<file path="src/tpc_pkg.sv">
// Shared register map, field positions and reset values of the PWM timer
package tpc_pkg;
  localparam int ADR_W = 8;
  localparam int PS_W = 3;
  localparam int PRESC_W = 6;
  localparam int CTL_W = 7;
  // ---------------------------------------------------------------
  // Register offsets (byte addresses)
  // ---------------------------------------------------------------
  localparam logic [7:0] OFS_TIMER_CONTROL = 8'h00;
  localparam logic [7:0] OFS_COUNTER = 8'h04;
  localparam logic [7:0] OFS_MODULO_VALUE = 8'h08;
  localparam logic [7:0] OFS_FIRST_CHANNEL_CONTROL = 8'h0c;
  localparam logic [7:0] OFS_FIRST_CHANNEL_VALUE = 8'h10;
  localparam logic [7:0] OFS_SECOND_CHANNEL_CONTROL = 8'h14;
  localparam logic [7:0] OFS_SECOND_CHANNEL_VALUE = 8'h18;
  localparam logic [7:0] OFS_SYSTEM_CONTROL = 8'h1c;
  // ---------------------------------------------------------------
  // Timer control fields
  // ---------------------------------------------------------------
  localparam int FLAG_BIT = 7;
  localparam int TC_IRQ_ENABLE = 6;
  localparam int TC_COUNTER_HALT = 5;
  localparam int TC_COUNTER_RESET = 4;
  localparam int TC_PRESCALE_LSB = 0;
  localparam logic [2:0] PS_NONE = 3'h7;
  localparam logic HALT_RESET = 1'b1;
  localparam logic [15:0] MODULO_RESET = 16'hffff;
  // ---------------------------------------------------------------
  // Channel control fields (below the event flag)
  // ---------------------------------------------------------------
  localparam int CC_IRQ_ENABLE = 6;
  localparam int CC_MODE_B = 5;
  localparam int CC_MODE_A = 4;
  localparam int CC_ELS_LSB = 2;
  localparam int CC_TOGGLE_ON_OVERFLOW = 1;
  localparam int CC_MAX_DUTY = 0;
  localparam logic [6:0] CHANNEL_CONTROL_RESET = 7'h00;
  localparam logic [1:0] ELS_PORT = 2'h0;
  localparam logic [1:0] ELS_TOGGLE = 2'h1;
  localparam logic [1:0] ELS_CLEAR = 2'h2;
  localparam logic [1:0] ELS_SET = 2'h3;
  localparam int SYS_BREAK_CLEAR_ENABLE = 0;
endpackage

</file>
<file path="src/tpc_timer_pwm.sv">
// Two-channel PWM timer with classic Wishbone register access
//
// Decided for this implementation: the Wishbone interface to the registers and the register addresses.
`timescale 1ns/1ps
module tpc_timer_pwm #(
  parameter int CNT_W = 16
) (
  input wire logic clk,
  input wire logic rst,
  input wire logic [7:0] adr_i,
  input wire logic [31:0] dat_i,
  input wire logic [3:0] sel_i,
  input wire logic we_i,
  input wire logic cyc_i,
  input wire logic stb_i,
  output logic [31:0] dat_o,
  output logic ack_o,
  output logic err_o,
  input wire logic waitMode,
  input wire logic stopMode,
  input wire logic breakActive,
  input wire logic [1:0] captureIn,
  output logic [1:0] channelOut,
  output logic [1:0] channelOe,
  output logic irqRequest
);
  if (CNT_W < 8 || CNT_W > 16) begin : g_bad_width
    $error("CNT_W must lie between 8 and 16");
  end

  logic busReq;
  logic wr;
  logic rd;
  logic counterResetWr;
  logic running;
  logic tick;
  logic overflowEvent;
  logic statusLock;
  logic linked;
  logic pendingSel_next;
  logic [31:0] rdData;
  logic [tpc_pkg::PRESC_W-1:0] prescLimit;
  logic [CNT_W-1:0] compareValue [2];
  logic [1:0] chEvent;
  logic [1:0] chCapture;
  logic [2:0] flagSet;
  logic [2:0] flagRd;
  logic [2:0] flagClr;

  logic [CNT_W-1:0] cnt_reg;
  logic [CNT_W-1:0] modulo_reg;
  logic [tpc_pkg::PRESC_W-1:0] presc_reg;
  logic [tpc_pkg::PS_W-1:0] prescale_reg;
  logic halt_reg;
  logic overflowIe_reg;
  logic breakClearEnable_reg;
  logic activeSel_reg;
  logic pendingSel_reg;
  logic [tpc_pkg::CTL_W-1:0] chCtl_reg [2];
  logic [CNT_W-1:0] chVal_reg [2];
  logic [2:0] flag_reg;
  logic [2:0] arm_reg;

  function automatic logic [CNT_W-1:0] mergeWord(input logic [CNT_W-1:0] old,
                                                 input logic [31:0] data,
                                                 input logic [3:0] sel);
    logic [CNT_W-1:0] res;
    res = old;
    for (int b = 0; b < CNT_W; b++) begin
      if (sel[b / 8]) begin
        res[b] = data[b];
      end
    end
    return res;
  endfunction

  function automatic logic [7:0] flagOffset(input int idx);
    logic [7:0] ofs;
    ofs = tpc_pkg::OFS_TIMER_CONTROL;
    if (idx == 1) begin
      ofs = tpc_pkg::OFS_FIRST_CHANNEL_CONTROL;
    end else if (idx == 2) begin
      ofs = tpc_pkg::OFS_SECOND_CHANNEL_CONTROL;
    end
    return ofs;
  endfunction

  // ---------------------------------------------------------------
  // Bus slave
  // ---------------------------------------------------------------
  assign busReq = cyc_i && stb_i && !ack_o && !err_o;
  assign wr = busReq && we_i && !waitMode;
  assign rd = busReq && !we_i && !waitMode;
  assign counterResetWr = wr && adr_i == tpc_pkg::OFS_TIMER_CONTROL && sel_i[0]
    && dat_i[tpc_pkg::TC_COUNTER_RESET];
  assign linked = chCtl_reg[0][tpc_pkg::CC_MODE_B];

  always_comb begin
    rdData = 32'h0000_0000;
    unique case (adr_i)
      tpc_pkg::OFS_TIMER_CONTROL:
        rdData = 32'({flag_reg[0], overflowIe_reg, halt_reg, 2'b00, prescale_reg});
      tpc_pkg::OFS_COUNTER: rdData = 32'(cnt_reg);
      tpc_pkg::OFS_MODULO_VALUE: rdData = 32'(modulo_reg);
      tpc_pkg::OFS_FIRST_CHANNEL_CONTROL: rdData = 32'({flag_reg[1], chCtl_reg[0]});
      tpc_pkg::OFS_FIRST_CHANNEL_VALUE: rdData = 32'(chVal_reg[0]);
      tpc_pkg::OFS_SECOND_CHANNEL_CONTROL:
        rdData = linked ? 32'h0000_0000 : 32'({flag_reg[2], chCtl_reg[1]});
      tpc_pkg::OFS_SECOND_CHANNEL_VALUE: rdData = 32'(chVal_reg[1]);
      tpc_pkg::OFS_SYSTEM_CONTROL: rdData = 32'(breakClearEnable_reg);
      default: rdData = 32'h0000_0000;
    endcase
  end

  // Unmapped addresses are acknowledged and read as zero; wait mode answers err
  always_ff @(posedge clk) begin
    if (rst) begin
      ack_o <= 1'b0;
      err_o <= 1'b0;
      dat_o <= 32'h0000_0000;
    end else begin
      ack_o <= busReq && !waitMode;
      err_o <= busReq && waitMode;
      dat_o <= rd ? rdData : 32'h0000_0000;
    end
  end

  // ---------------------------------------------------------------
  // Control registers
  // ---------------------------------------------------------------
  always_ff @(posedge clk) begin
    if (rst) begin
      halt_reg <= tpc_pkg::HALT_RESET;
      overflowIe_reg <= 1'b0;
      prescale_reg <= '0;
      breakClearEnable_reg <= 1'b0;
      modulo_reg <= tpc_pkg::MODULO_RESET[CNT_W-1:0];
      chCtl_reg[0] <= tpc_pkg::CHANNEL_CONTROL_RESET;
      chCtl_reg[1] <= tpc_pkg::CHANNEL_CONTROL_RESET;
    end else if (wr) begin
      unique case (adr_i)
        tpc_pkg::OFS_TIMER_CONTROL: begin
          if (sel_i[0]) begin
            overflowIe_reg <= dat_i[tpc_pkg::TC_IRQ_ENABLE];
            halt_reg <= dat_i[tpc_pkg::TC_COUNTER_HALT];
            prescale_reg <= dat_i[tpc_pkg::TC_PRESCALE_LSB +: tpc_pkg::PS_W];
          end
        end
        tpc_pkg::OFS_MODULO_VALUE: modulo_reg <= mergeWord(modulo_reg, dat_i, sel_i);
        tpc_pkg::OFS_FIRST_CHANNEL_CONTROL: begin
          if (sel_i[0]) begin
            chCtl_reg[0] <= dat_i[tpc_pkg::CTL_W-1:0];
          end
        end
        tpc_pkg::OFS_SECOND_CHANNEL_CONTROL: begin
          if (sel_i[0] && !linked) begin
            chCtl_reg[1] <= dat_i[tpc_pkg::CTL_W-1:0];
          end
        end
        tpc_pkg::OFS_SYSTEM_CONTROL: begin
          if (sel_i[0]) begin
            breakClearEnable_reg <= dat_i[tpc_pkg::SYS_BREAK_CLEAR_ENABLE];
          end
        end
        default: begin
        end
      endcase
    end
  end

  // ---------------------------------------------------------------
  // Prescaler and counter
  // ---------------------------------------------------------------
  assign running = !halt_reg && !stopMode && !breakActive;
  assign prescLimit = tpc_pkg::PRESC_W'((7'h01 << prescale_reg) - 7'h01);
  assign tick = running && prescale_reg != tpc_pkg::PS_NONE && presc_reg == prescLimit;
  assign overflowEvent = tick && cnt_reg == modulo_reg;

  always_ff @(posedge clk) begin
    if (rst) begin
      presc_reg <= '0;
      cnt_reg <= '0;
    end else if (counterResetWr) begin
      presc_reg <= '0;
      cnt_reg <= '0;
    end else if (running) begin
      presc_reg <= (presc_reg == prescLimit) ? '0 : presc_reg + 1'b1;
      if (tick) begin
        cnt_reg <= overflowEvent ? '0 : cnt_reg + 1'b1;
      end
    end
  end

  // ---------------------------------------------------------------
  // Channel values and buffered selection
  // ---------------------------------------------------------------
  // Capture loads win over a write landing in the same cycle
  for (genvar c = 0; c < 2; c++) begin : g_value
    localparam logic [7:0] VAL_OFS = (c == 0) ? tpc_pkg::OFS_FIRST_CHANNEL_VALUE
                                              : tpc_pkg::OFS_SECOND_CHANNEL_VALUE;
    always_ff @(posedge clk) begin
      if (rst) begin
        chVal_reg[c] <= '0;
      end else if (chCapture[c]) begin
        chVal_reg[c] <= cnt_reg;
      end else if (wr && adr_i == VAL_OFS) begin
        chVal_reg[c] <= mergeWord(chVal_reg[c], dat_i, sel_i);
      end
    end
  end

  always_comb begin
    pendingSel_next = pendingSel_reg;
    if (wr && adr_i == tpc_pkg::OFS_SECOND_CHANNEL_VALUE) begin
      pendingSel_next = 1'b1;
    end else if (wr && adr_i == tpc_pkg::OFS_FIRST_CHANNEL_VALUE) begin
      pendingSel_next = 1'b0;
    end
  end

  always_ff @(posedge clk) begin
    if (rst || !linked) begin
      activeSel_reg <= 1'b0;
      pendingSel_reg <= 1'b0;
    end else begin
      pendingSel_reg <= pendingSel_next;
      if (overflowEvent) begin
        activeSel_reg <= pendingSel_next;
      end
    end
  end

  // Writing the active register is not shadowed, so it behaves unbuffered
  assign compareValue[0] = (linked && activeSel_reg) ? chVal_reg[1] : chVal_reg[0];
  assign compareValue[1] = chVal_reg[1];

  for (genvar c = 0; c < 2; c++) begin : g_channel
    tpc_channel u_channel (
      .clk(clk),
      .rst(rst),
      .enable(c == 0 || !linked),
      .modeB(chCtl_reg[c][tpc_pkg::CC_MODE_B]),
      .modeA(chCtl_reg[c][tpc_pkg::CC_MODE_A]),
      .edgeLevelSelect(chCtl_reg[c][tpc_pkg::CC_ELS_LSB +: 2]),
      .toggleOnOverflow(chCtl_reg[c][tpc_pkg::CC_TOGGLE_ON_OVERFLOW]),
      .maxDutySelect(chCtl_reg[c][tpc_pkg::CC_MAX_DUTY]),
      .active(!stopMode),
      .overflowEvent(overflowEvent),
      .compareMatch(tick && cnt_reg == compareValue[c]),
      .captureIn(captureIn[c]),
      .channelEvent(chEvent[c]),
      .captureEvent(chCapture[c]),
      .pinOut(channelOut[c]),
      .pinOe(channelOe[c])
    );
  end

  // ---------------------------------------------------------------
  // Status flags and interrupt
  // ---------------------------------------------------------------
  // Index 0 is the overflow flag, 1 and 2 the channel event flags
  assign statusLock = breakActive && !breakClearEnable_reg;
  assign flagSet = {chEvent[1], chEvent[0], overflowEvent};

  for (genvar f = 0; f < 3; f++) begin : g_flag
    assign flagRd[f] = rd && adr_i == flagOffset(f);
    assign flagClr[f] = wr && adr_i == flagOffset(f) && sel_i[0] && !dat_i[tpc_pkg::FLAG_BIT];
    // A new event voids a pending clear, so set always beats clear
    always_ff @(posedge clk) begin
      if (rst) begin
        flag_reg[f] <= 1'b0;
        arm_reg[f] <= 1'b0;
      end else if (flagSet[f]) begin
        flag_reg[f] <= 1'b1;
        arm_reg[f] <= 1'b0;
      end else if (flagClr[f] && arm_reg[f] && !statusLock) begin
        flag_reg[f] <= 1'b0;
        arm_reg[f] <= 1'b0;
      end else if (flagRd[f] && flag_reg[f] && !statusLock) begin
        arm_reg[f] <= 1'b1;
      end
    end
  end

  // Level request; also serves as the wake request out of wait mode
  always_ff @(posedge clk) begin
    if (rst) begin
      irqRequest <= 1'b0;
    end else begin
      irqRequest <= (flag_reg[0] && overflowIe_reg) ||
        (flag_reg[1] && chCtl_reg[0][tpc_pkg::CC_IRQ_ENABLE]) ||
        (flag_reg[2] && chCtl_reg[1][tpc_pkg::CC_IRQ_ENABLE]);
    end
  end
endmodule

</file>
<file path="src/tpc_channel.sv">
// One timer channel: output compare / PWM pin logic and input capture detect
`timescale 1ns/1ps
module tpc_channel (
  input wire logic clk,
  input wire logic rst,
  input wire logic enable,
  input wire logic modeB,
  input wire logic modeA,
  input wire logic [1:0] edgeLevelSelect,
  input wire logic toggleOnOverflow,
  input wire logic maxDutySelect,
  input wire logic active,
  input wire logic overflowEvent,
  input wire logic compareMatch,
  input wire logic captureIn,
  output logic channelEvent,
  output logic captureEvent,
  output logic pinOut,
  output logic pinOe
);
  logic capPrev_reg;
  logic pin_next;
  logic outMode;
  logic capMode;
  logic compareEvent;
  logic pulseLevel;
  logic rise;
  logic fall;

  assign outMode = enable && (modeB || modeA) && edgeLevelSelect != tpc_pkg::ELS_PORT;
  assign capMode = enable && !modeB && !modeA && edgeLevelSelect != tpc_pkg::ELS_PORT;
  assign compareEvent = outMode && compareMatch;
  assign rise = captureIn && !capPrev_reg;
  assign fall = !captureIn && capPrev_reg;
  assign captureEvent = capMode && active &&
    ((edgeLevelSelect == tpc_pkg::ELS_TOGGLE && rise) ||
     (edgeLevelSelect == tpc_pkg::ELS_CLEAR && fall) ||
     (edgeLevelSelect == tpc_pkg::ELS_SET && (rise || fall)));
  assign channelEvent = captureEvent || compareEvent;
  // Pulse level is the complement of what the compare action drives
  assign pulseLevel = edgeLevelSelect != tpc_pkg::ELS_SET;

  always_ff @(posedge clk) begin
    if (rst) begin
      // Track the pin through reset so a pulled-up idle pin gives no false edge
      capPrev_reg <= captureIn;
    end else begin
      capPrev_reg <= captureIn;
    end
  end

  // ---------------------------------------------------------------
  // Pin level
  // ---------------------------------------------------------------
  always_comb begin
    pin_next = pinOut;
    if (!outMode) begin
      pin_next = !modeA;
    end else if (maxDutySelect && toggleOnOverflow) begin
      pin_next = pulseLevel;
    end else begin
      if (overflowEvent && toggleOnOverflow) begin
        pin_next = !pin_next;
      end
      // Compare applied last so a stray level self-corrects each period
      if (compareEvent) begin
        unique case (edgeLevelSelect)
          tpc_pkg::ELS_TOGGLE: pin_next = !pin_next;
          tpc_pkg::ELS_CLEAR: pin_next = 1'b0;
          tpc_pkg::ELS_SET: pin_next = 1'b1;
          default: pin_next = pin_next;
        endcase
      end
    end
  end

  always_ff @(posedge clk) begin
    if (rst) begin
      pinOut <= 1'b1;
      pinOe <= 1'b0;
    end else begin
      pinOut <= pin_next;
      pinOe <= outMode;
    end
  end
endmodule

</file>
<file path="config.mk">
export PLATFORM = sky130hd
export DESIGN_NAME = tpc_timer_pwm
export DESIGN_NICKNAME = d
export VERILOG_FILES = /design/src/tpc_pkg.sv /design/src/tpc_timer_pwm.sv /design/src/tpc_channel.sv
export SDC_FILE = /design/constraint.sdc
export NUM_CORES = 1
export LEC_CHECK = 0
export BUFFER_PORTS_ARGS = -buffer_cell sky130_fd_sc_hd__buf_4
export CELL_PAD_IN_SITES_DETAIL_PLACEMENT = 1
export CELL_PAD_IN_SITES_GLOBAL_PLACEMENT = 2
export CORE_MARGIN = 1
export CORE_UTILIZATION = 40
export CTS_BUF_LIST = sky130_fd_sc_hd__clkbuf_4 sky130_fd_sc_hd__clkbuf_8
export CTS_CLUSTER_SIZE = 14
export DETAILED_ROUTE_END_ITERATION = 7
export HOLD_SLACK_MARGIN = 0.12
export PLACE_DENSITY_LB_ADDON = 0.1
export SLEW_MARGIN = 15
export SYNTH_ARGS = -nofsm -noshare
export SYNTH_HDL_FRONTEND = slang
export SYNTH_SLANG_ARGS = --single-unit
</file>
<file path="constraint.sdc">
create_clock -name clk -period 7.53 [get_ports clk]
set_input_delay 1.506 -clock clk [delete_from_list [all_inputs] [get_ports clk]]
set_output_delay 1.506 -clock clk [all_outputs]
set_load 0.005 [all_outputs]
</file>
==> qor.txt, run 1 <==
hold-fix buffers at CTS: 0
TritonRoute pass-1 iters: 7
P_sw: 0.000363 W
Post-synth EDFFs: 46
full die area: 18200 sq um
worst slew pin tran: 1090 ps
largest net degree at the start of global routing: 59
core area: 17200 sq um
layout cells sized above 1: 15.5%
Cells after Synth: 786
Post-route DRC: 0
Total Routed Length: 24000 um
Filler cells: 2000
outcome: finished, final reports clean
chip width: 135 um
postcts setup bufs: 0
Final Max Tran Viols: 0
Seq/Total Area, Yosys: 41.4%
worst-path fanout max: 18
Hold Path Class: flip-flop to flip-flop
H-tree Lvls: 4
vias in the first global route: 6578
met1 Use GR: 35.8%
# setup viols final: 0
type of destination of the critical path: flip-flop
CTS sink count: 123
Placement Cell Area: 7450 sq um
met3 Use GR: 4.20%
Async SR Flop Fraction: 0%
Buffers & Inverters on Critical Path: 1
layer with the highest usage: met2
final hold violation count: 0
RSZ-0062 raised after global routing: no
Final period util: 55.9%
n_diodes: 0
gr ovfl total: 0
CTS tree: done
clock root cell: clkbuf_8
RD Place Congestion: 0.824
WP data arrival: 4300 ps
vias per cell: 5.99
clock buffers created by TritonCTS: 17
Net Sw Frac: 25.4%
family with the most delay on the worst path: simple AND/OR/NAND/NOR gates
buffers added on ports: 58
yosys warns: 0
Reg power frac: 50.0%
Yosys top cell area share: 21.9%
Max clock buf depth: 2
post-synthesis average cell area: 8.97 sq um
initial antenna violation count: 0
wire per inst: 22.9 um
Total Nets Final: 870
Netlist Area Pre-Place: 7050 sq um
Setup TNS Final: 0 ps
synth top area cells: dfxtp_1, edfxtp_1, xor2_1, nand2_1, a21oi_1
PD cells: 182 nW/um^2
internal power: 0.00107 W
Worst-path clk slew: 80 ps
Static Leak: 2.89 nW
DP Wirelength: 17500 um
ys flop type: dfxtp_1
global-route wire length before repair: 37000 um
Die H: 135 um
combinational share of power: 5.4%
max reg flops: 32
vias: 6272
design area: 7870 sq um
Rel. slew slack: 27.2%
Worst path max stage delay: 820 ps
Initial Util: 40.9%
Crit Path Class: input port to flip-flop
Row Count: 48
Crit-path slowest cell: nor2_2
synth unique cells: 75
Initial DRC Count: 421
Worst-Skew Late Latency: 470 ps
post-cts repair resize count: 0
met2 global-route usage: 45.1%
cells along the critical path: buf_4, nor4_2, or3b_1, nor2_2, nand2_1, o21bai_1
required time of the critical path: 7620 ps
Antenna Violating Nets Remaining: 0
largest area contributor in the netlist: dfxtp_1
clock power share: 44.6%
gr usage total: 27.6%
Max Cap Viol: 0
Fmax: 238 MHz
clock skew: 16.8 ps
fin crit period: 4210 ps
Area Growth Syn to Fin: 11.6%
Worst IR Drop VDD: 0.111 mV
boundary pin count: 93
Worst setup SP type: input port
#FFs+latches synth: 123
## final cells by class
type	instances	area, sq um	area share [%]
clock inverters	13	171	2.18
repair buffers	66	495	6.30
well taps	225	282	3.58
inverters	17	63.8	0.811
clock buffers	19	249	3.16
flip-flops and latches	123	2920	37.1
multi-input cells	584	3690	46.8
## path summary, 6_finish.rpt
check,end,slack (ps),cells after the start,startpoint
setup reg to reg,cnt_reg[9]$_SDFFE_PP0P_,4170,9,prescale_reg[0]$_SDFFE_PP0P_
hold reg to reg,modulo_reg[13]$_SDFFE_PP1P_,510,2,modulo_reg[13]$_SDFFE_PP1P_
hold / removal,modulo_reg[13]$_SDFFE_PP1P_,510,2,modulo_reg[13]$_SDFFE_PP1P_
setup / recovery,chVal_reg[0][2]$_DFFE_PP_,3320,6,adr_i[1]
## stage by stage
stage          setup WS (ps)  power, W  hold slack, ps  utilization, %  cells
4_1_cts                 3310   0.00144             511            45.7   1047
2_1_floorplan           3970  0.000771             449               -    801
6_report                3320   0.00143             510            45.7   1047
3_5_place_dp            2840  0.000807             499            43.2   1015
3_3_place_gp            2900  0.000804             484            43.2   1015
5_1_grt                 3170   0.00147             522            45.7   1047
## metal layers
metal / part of all wire (%) / wire length, um
met1: 44 / 10500
met2: 47 / 11400
met3: 5.3 / 1270
met4: 3.2 / 775
met5: 0 / 0
## power by group through the flow
| stage | Clock (W) | Sequential [W] | Combinational, W |
|---|---|---|---|
| floorplan | 0 | 0.000722 | 0.0000485 |
| global placement | 0 | 0.000729 | 0.0000750 |
| detailed placement | 0 | 0.000730 | 0.0000772 |
| CTS | 0.000644 | 0.000715 | 0.0000776 |
| global route | 0.000668 | 0.000716 | 0.0000841 |
| finish | 0.000637 | 0.000715 | 0.0000776 |
## worst reg2reg max path: cells and delay by family, from the launching register on
| kind | cells | cell delay, ps |
|---|---|---|
| simple gates | 4 | 1670 |
| compound gates | 3 | 590 |
| flops | 1 | 480 |
| fa+ha+maj | 1 | 330 |
| xor+xnor | 1 | 210 |
## layout by cell type, fill, tap and decap left out, drive strengths merged, types with 4 or more instances in the layout
cell | Yosys | final
o22ai | 5 | 5
a211oi | 4 | 4
a22o | 16 | 16
o21ai | 18 | 18
nand4 | 18 | 18
xor2 | 47 | 47
nor2b | 8 | 8
nor3 | 16 | 16
a21o | 4 | 4
a2111oi | 4 | 4
nand3 | 28 | 28
and3 | 12 | 12
a222oi | 11 | 11
clkinv | 0 | 4
ha | 7 | 7
or2 | 5 | 5
nor2 | 46 | 46
nand2 | 99 | 99
or3 | 13 | 13
clkbuf | 31 | 19
a22oi | 28 | 28
dfxtp | 77 | 77
a21oi | 54 | 54
nor4 | 20 | 20
conb | 1 | 16
inv | 17 | 18
a31oi | 7 | 7
edfxtp | 46 | 46
buf | 46 | 66
nand3b | 20 | 20
mux2i | 6 | 6
xnor2 | 8 | 8
nand2b | 6 | 6
and2 | 14 | 14
clkinvlp | 0 | 5
## synthesized netlist by cell type (6+ instances only)
cell,count
nand3_1,28
buf_2,14
inv_1,17
a222oi_1,11
buf_6,6
nand2_1,97
nor2_1,44
nand4_1,18
a21oi_1,53
a31oi_1,7
xnor2_1,8
xor2_1,46
a22oi_1,28
dfxtp_1,77
o21ai_0,16
and3_1,12
and2_1,14
or3_1,12
nor2b_1,8
nand3b_1,20
nor4_1,16
mux2i_1,6
clkbuf_1,30
nand2b_1,6
edfxtp_1,46
a22o_1,16
buf_4,24
nor3_1,12
ha_1,7
## logic make-up after synthesis
group / count (synthesis) / share of synthesized area (%)
mux: 7 / 1.01
xor+xnor: 55 / 6.94
compound gates: 177 / 17.3
buf+inv: 94 / 7.18
flops: 123 / 41.4
fa+ha+maj: 7 / 1.24
other cells: 1 / 0.0532
simple gates: 322 / 24.8
Note: power is estimated with default switching activity, not from simulation.
==> run 2, diff against run 1 <==
- ABC_AREA: not set -> 1
- CORE_UTILIZATION: 40 -> 34
- clock period: 7.53 -> 4.3 ns (I/O delays scaled with it)
==> qor.txt, run 2 <==
R2R Path Start: cnt_reg[14]$_SDFFE_PP0P_ (was prescale_reg[0]$_SDFFE_PP0P_)
Max clock buf depth: 2 (unchanged)
met2 global-route usage: 40.9% (was 45.1%)
max reg flops: 32 (unchanged)
Yosys top cell area share: 21.4% (was 21.9%)
n_diodes: 0 (unchanged)
Row Count: 52 (was 48)
met3 Use GR: 6.51% (was 4.20%)
Total Nets Final: 1107 (was 870)
core area: 20500 sq um (was 17200 sq um)
Final period util: 66.6%
post-synthesis average cell area: 7.33 sq um (was 8.97 sq um)
H-tree Lvls: 4 (unchanged)
post-synthesis mux area share: 0% (was 1.01%)
CTS tree: done (unchanged)
required time of the critical path: 4570 ps (was 7620 ps)
FF-to-FF setup slack: 1490 ps (was 4170 ps)
Antenna Violating Nets Remaining: 0 (unchanged)
post-synthesis simple-gate area fraction: 28.4% (was 24.8%)
Reg power frac: 48.8% (was 50.0%)
Total Routed Length: 28200 um (was 24000 um)
fin crit period: 2860 ps
RSZ-0062 raised after global routing: no (unchanged)
PD cells: 307 nW/um^2 (was 182 nW/um^2)
buffers added on ports: 58 (unchanged)
clock skew: 18.1 ps (was 16.8 ps)
largest family of logic cells by synthesized area: simple AND/OR/NAND/NOR gates (unchanged)
global-route wire length before repair: 42900 um (was 37000 um)
Fmax: 349 MHz
final hold violation count: 0 (unchanged)
Post-synth EDFFs: 46 (unchanged)
gr usage total: 26.8% (was 27.6%)
Async SR Flop Fraction: 0% (unchanged)
worst-path fanout max: 17 (was 18)
Initial Util: 35.2% (was 40.9%)
Cells after Synth: 983 (was 786)
count leader, synth: nand2_1 (unchanged)
layer with the highest usage: met2 (unchanged)
type of destination of the critical path: flip-flop (unchanged)
R2R cell count: 13 (was 9)
initial antenna violation count: 0 (unchanged)
ys flop type: dfxtp_1 (unchanged)
TritonRoute pass-1 iters: 5 (was 7)
gr ovfl total: 0 (unchanged)
Setup TNS Final: 0 ps (unchanged)
Initial DRC Count: 528 (was 421)
Hold Path Class: flip-flop to flip-flop (unchanged)
Filler cells: 2601 (was 2000)
Placement Cell Area: 7900 sq um (was 7450 sq um)
P_sw: 0.000677 W (was 0.000363 W)
synth unique cells: 54 (was 75)
Worst setup SP type: input port (unchanged)
Min-Delay Endpoint: breakClearEnable_reg$_SDFFE_PP0P_ (was modulo_reg[13]$_SDFFE_PP1P_)
Worst-Skew Late Latency: 470 ps (about the same)
vias in the first global route: 7107 (was 6578)
Synth Area in Compound Gates: 15.9% (was 17.3%)
most frequent cells in the layout: nand2_1, inv_1, nor2_1 (was nand2_1, dfxtp_1, buf_4)
Rel. slew slack: 39.8% (was 27.2%)
Seq/Total Area, Yosys: 40.5% (was 41.4%)
CTS sink count: 123 (unchanged)
Hold Path Origin: breakClearEnable_reg$_SDFFE_PP0P_ (was modulo_reg[13]$_SDFFE_PP1P_)
met1 Use GR: 37.4% (was 35.8%)
post-synthesis adder-cell area fraction: 1.21% (was 1.24%)
Crit Path Class: input port to flip-flop (unchanged)
worst slew pin tran: 901 ps (was 1090 ps)
chip width: 148 um (was 135 um)
clock power share: 44.7% (was 44.6%)
boundary pin count: 93 (unchanged)
internal power: 0.00188 W (was 0.00107 W)
r2r endpoint: cnt_reg[5]$_SDFFE_PP0P_ (was cnt_reg[9]$_SDFFE_PP0P_)
combinational share of power: 6.5% (was 5.4%)
Synth top cells by count: nand2_1, inv_1, nor2_1, dfxtp_1, nand3_1 (was nand2_1, dfxtp_1, a21oi_1, edfxtp_1, xor2_1)
Finished Layout Cells: 1329 (was 1047)
largest area contributor in the netlist: dfxtp_1 (unchanged)
worst slack, placed: 1000 ps (was 2840 ps)
clock buffers created by TritonCTS: 17 (unchanged)
Net Sw Frac: 26.5% (was 25.4%)
Hold Crit Depth: 2 (unchanged)
yosys warns: 0 (unchanged)
#FFs+latches synth: 123 (unchanged)
WP data arrival: 3130 ps (was 4300 ps)
most common cell after layout, fill and taps aside: nand2_1 (unchanged)
clock root cell: clkbuf_8 (unchanged)
synth top area cells: dfxtp_1, edfxtp_1, nand2_1, inv_1, nor2_1 (was dfxtp_1, edfxtp_1, xor2_1, nand2_1, a21oi_1)
post-cts repair resize count: 0 (unchanged)
Area Growth Syn to Fin: 15.3% (was 11.6%)
postcts setup bufs: 0 (unchanged)
largest net degree at the start of global routing: 33 (was 59)
DP Wirelength: 21300 um (was 17500 um)
Die H: 148 um (was 135 um)
Worst IR Drop VDD: 0.187 mV (was 0.111 mV)
Netlist Area Pre-Place: 7210 sq um (was 7050 sq um)
design area: 8310 sq um (was 7870 sq um)
RD Place Congestion: 0.854 (was 0.824)
# setup viols final: 0 (unchanged)
outcome: finished, final reports clean (unchanged)
layout cells sized above 1: 14.0% (was 15.5%)
Max Cap Viol: 0 (unchanged)
hold-fix buffers at CTS: 0 (unchanged)
Worst-path clk slew: 90 ps (was 80 ps)
full die area: 21800 sq um (was 18200 sq um)
Final Max Tran Viols: 0 (unchanged)
Post-route DRC: 0 (unchanged)
placed cell count: 1297 (was 1015)
Static Leak: 3.60 nW (was 2.89 nW)
vias: 7088 (was 6272)
xor/xnor share of the synthesized area: 2.67% (was 6.94%)
setup ws final: 1440 ps (was 3320 ps)
vias per cell: 5.33 (was 5.99)
wire per inst: 21.2 um (was 22.9 um)
[run 2: layout make-up]
| class | count | area [sq um] | share of cell area, % |
|---|---|---|---|
| clock buffer | 19 | 249 | 2.99 |
| clock inverter | 13 | 165 | 1.99 |
| inverter | 135 | 507 | 6.09 |
| multi-input combinational | 689 | 3530 | 42.5 |
| sequential | 123 | 2920 | 35.2 |
| tap | 270 | 338 | 4.06 |
| timing repair buffer | 80 | 601 | 7.22 |
[run 2: metrics by stage]
stage	hold slack, ps	utilization [%]	total power [W]
2_1_floorplan	444	-	0.00136
3_3_place_gp	462	38.5	0.00144
3_5_place_dp	478	38.5	0.00144
4_1_cts	490	40.6	0.00257
5_1_grt	504	40.6	0.00264
6_report	492	40.6	0.00255
[run 2: worst max-delay path by stage]
stage	startpoint	end	slack [ps]	cells past startpoint
6_report	captureIn[1]	chVal_reg[1][10]$_SDFFCE_PN0P_	1440	9
2_1_floorplan	adr_i[5]	chVal_reg[0][10]$_DFFE_PP_	1460	9
4_1_cts	captureIn[1]	chVal_reg[1][10]$_SDFFCE_PN0P_	1490	9
5_1_grt	prescale_reg[1]$_SDFFE_PP0P_	cnt_reg[11]$_SDFFE_PP0P_	1270	16
3_5_place_dp	captureIn[1]	chVal_reg[1][10]$_SDFFCE_PN0P_	1000	9
3_3_place_gp	captureIn[1]	chVal_reg[1][12]$_SDFFCE_PN0P_	1050	10
[run 2: per-layer routing]
metal / vias up / wire, um / share of wire (%)
met3: 35 / 2060 / 7.3
li1: 3379 / - / -
met1: 3433 / 13200 / 47
met5: - / 0 / 0
met4: 0 / 496 / 1.8
met2: 241 / 12400 / 44
[run 2: logic make-up (layout without fill, tap and decap cells)]
| group | after synthesis | count (layout) |
|---|---|---|
| XOR/XNOR | 22 | 22 |
| AO/OA/AOI/OAI | 185 | 185 |
| adder cells (fa/ha/maj) | 7 | 7 |
| flip-flops | 123 | 123 |
| buffers and inverters | 186 | 247 |
| other | 1 | 16 |
| AND/OR/NAND/NOR | 459 | 459 |
[run 2: power by group through the flow]
stage                     sequential, W  clock (W)  combinational (W)
after global routing            0.00125    0.00121           0.000183
after floorplan                 0.00126          0          0.0000979
after CTS                       0.00125    0.00116           0.000166
after detailed placement        0.00127          0           0.000166
final                           0.00125    0.00114           0.000167
after global placement          0.00127          0           0.000165
[run 2: critical path, cell delays in order]
cell and delay [ps]:
buf_4 120, ha_1 180, o21ai_0 140, nand2_1 70
nand3_1 380, nand2_1 440, nor2_2 360, inv_2 230
a221oi_1 340
==> run 3, diff against run 2 <==
- CORE_UTILIZATION: 34 -> 31
- clock period: 4.3 -> 2.6 ns (I/O delays scaled with it)
==> qor.txt, run 3 (synthesis results as in run 2) <==
full die area: 23900 sq um (was 21800 sq um)
n_diodes: 0 (unchanged)
cells along the critical path: buf_4, nand3_1, nand2_1, nand2_1, nand2_1, nand2_1, or2_0, nor2_1, nand4_1, nand2_1, nand2_1, o21ai_0 (was buf_4, ha_1, o21ai_0, nand2_1, nand3_1, nand2_1, nor2_2, inv_2, a221oi_1)
Fmax: 416 MHz
WP data arrival: 2800 ps (was 3130 ps)
internal power: 0.00281 W (was 0.00188 W)
required time of the critical path: 2990 ps (was 4570 ps)
Max clock buf depth: 2 (unchanged)
worst-path fanout max: 13 (was 17)
design area: 8570 sq um (was 8310 sq um)
vias per cell: 5.16 (was 5.33)
initial antenna violation count: 1 (was 0)
chip width: 155 um (was 148 um)
clock buffers created by TritonCTS: 17 (unchanged)
hold-fix buffers at CTS: 0 (unchanged)
FF-to-FF setup slack: 200 ps (was 1490 ps)
Initial DRC Count: 431 (was 528)
most frequent cells in the layout: nand2_1, inv_1, buf_4 (was nand2_1, inv_1, nor2_1)
layout cells sized above 1: 17.2% (was 14.0%)
Final period util: 92.4%
gr ovfl total: 0 (unchanged)
buffers added on ports: 58 (unchanged)
clock root cell: clkbuf_8 (unchanged)
Worst-path clk slew: 90 ps (about the same)
worst slew pin tran: 811 ps (was 901 ps)
DP Wirelength: 22800 um (was 21300 um)
Antenna Violating Nets Remaining: 0 (unchanged)
Total Routed Length: 28800 um (was 28200 um)
P_sw: 0.00112 W (was 0.000677 W)
final hold violation count: 0 (unchanged)
Row Count: 55 (was 52)
Top cell by count, worst path: nand2_1 (unchanged)
core area: 22700 sq um (was 20500 sq um)
Worst path max stage delay: 550 ps (was 440 ps)
fin crit period: 2400 ps
vias: 7135 (was 7088)
Rel. slew slack: 44.5% (was 39.8%)
CTS tree: done (unchanged)
Post-route DRC: 0 (unchanged)
clock skew: 18.0 ps (was 18.1 ps)
Worst setup SP type: flip-flop (was input port)
Placement Cell Area: 8210 sq um (was 7900 sq um)
PD cells: 459 nW/um^2 (was 307 nW/um^2)
global-route wire length before repair: 43400 um (was 42900 um)
Hold WS: 197 ps (was 492 ps)
vias in the first global route: 7030 (was 7107)
clock power share: 40.5% (was 44.7%)
Area Growth Syn to Fin: 18.9% (was 15.3%)
Reg power frac: 52.5% (was 48.8%)
CTS sink count: 123 (unchanged)
type of destination of the critical path: flip-flop (unchanged)
outcome: finished, final reports clean (unchanged)
Worst IR Drop VDD: 0.240 mV (was 0.187 mV)
Crit Path Class: flip-flop to flip-flop (was input port to flip-flop)
boundary pin count: 93 (unchanged)
most common cell after layout, fill and taps aside: nand2_1 (unchanged)
Final Util: 37.8% (was 40.6%)
H-tree Lvls: 4 (unchanged)
Static Leak: 3.75 nW (was 3.60 nW)
TritonRoute pass-1 iters: 4 (was 5)
Max Cap Viol: 0 (unchanged)
Crit-path slowest cell: edfxtp_1 (was nand2_1)
Hold Path Class: input port to flip-flop (was flip-flop to flip-flop)
Initial Util: 31.7% (was 35.2%)
Setup TNS Final: 0 ps (unchanged)
Total Nets Final: 1147 (was 1107)
wire per inst: 20.8 um (was 21.2 um)
# setup viols final: 0 (unchanged)
Die H: 155 um (was 148 um)
Worst-Skew Late Latency: 470 ps (about the same)
max reg flops: 32 (unchanged)
gr usage total: 25.0% (was 26.8%)
combinational share of power: 7.1% (was 6.5%)
largest net degree at the start of global routing: 18 (was 33)
RD Place Congestion: 0.872 (was 0.854)
Net Sw Frac: 28.5% (was 26.5%)
Final Max Tran Viols: 0 (unchanged)
## run 3: cell types whose count changed in the layout (fill, tap and decap cells not counted), sizes merged
cell      delta
buf         +40
bufinv       -3
clkinvlp     +3
## run 3: cell type report
cell class | count | area (sq um)
clock inverter | 13 | 93.8
tap | 285 | 357
inverter | 135 | 507
multi-input combinational | 689 | 3540
clock buffer | 19 | 249
fill | 2850 | 14100
sequential | 123 | 2920
timing repair buffer | 120 | 901
## run 3: power by group through the flow
stage	Clock (W)	Sequential (W)	Combinational (W)
3_3_place_gp	0	0.00211	0.000278
3_5_place_dp	0	0.00211	0.000280
4_1_cts	0.00164	0.00206	0.000281
2_1_floorplan	0	0.00209	0.000162
5_1_grt	0.00170	0.00207	0.000309
6_report	0.00159	0.00206	0.000278
## run 3: per-layer routing
metal  track usage (%)  wire length (um)  share of wire [%]
met5                 0                 0                  0
met4              6.98               501                1.7
met3              4.51              1460                5.1
met2              38.6             12900                 45
met1              35.7             13900                 48
## run 3: per-stage QoR
step	total power [W]	std cells	worst slack [ps]
2_1_floorplan	0.00225	998	100
3_3_place_gp	0.00239	1351	13.8
3_5_place_dp	0.00239	1351	43.6
4_1_cts	0.00398	1383	204
5_1_grt	0.00408	1384	-9.85
6_report	0.00394	1384	198
## run 3: final timing paths
path	start	endpoint	depth (start not counted)
worst max-delay path	chCtl_reg[0][5]$_DFFE_PP_	flag_reg[1]$_SDFFE_PP0P_	12
worst min-delay path	captureIn[1]	g_channel[1].u_channel.capPrev_reg$_DFF_P_	1
worst max register to register	chCtl_reg[0][5]$_DFFE_PP_	flag_reg[1]$_SDFFE_PP0P_	12
worst min register to register	breakClearEnable_reg$_SDFFE_PP0P_	breakClearEnable_reg$_SDFFE_PP0P_	2
## run 3: repair_timing
item,in CTS,in global routing
gates resized for setup,0,2
setup endpoints to repair,0,7
setup buffers,0,1
## run 3: critical path, delay by kind of cell (launching register included)
kind                   cells  cell delay (ps)
and+or+nand+nor           10             1430
AOI/OAI and AO/OA          1               60
DFF                        1              550
buffers and inverters      1              310
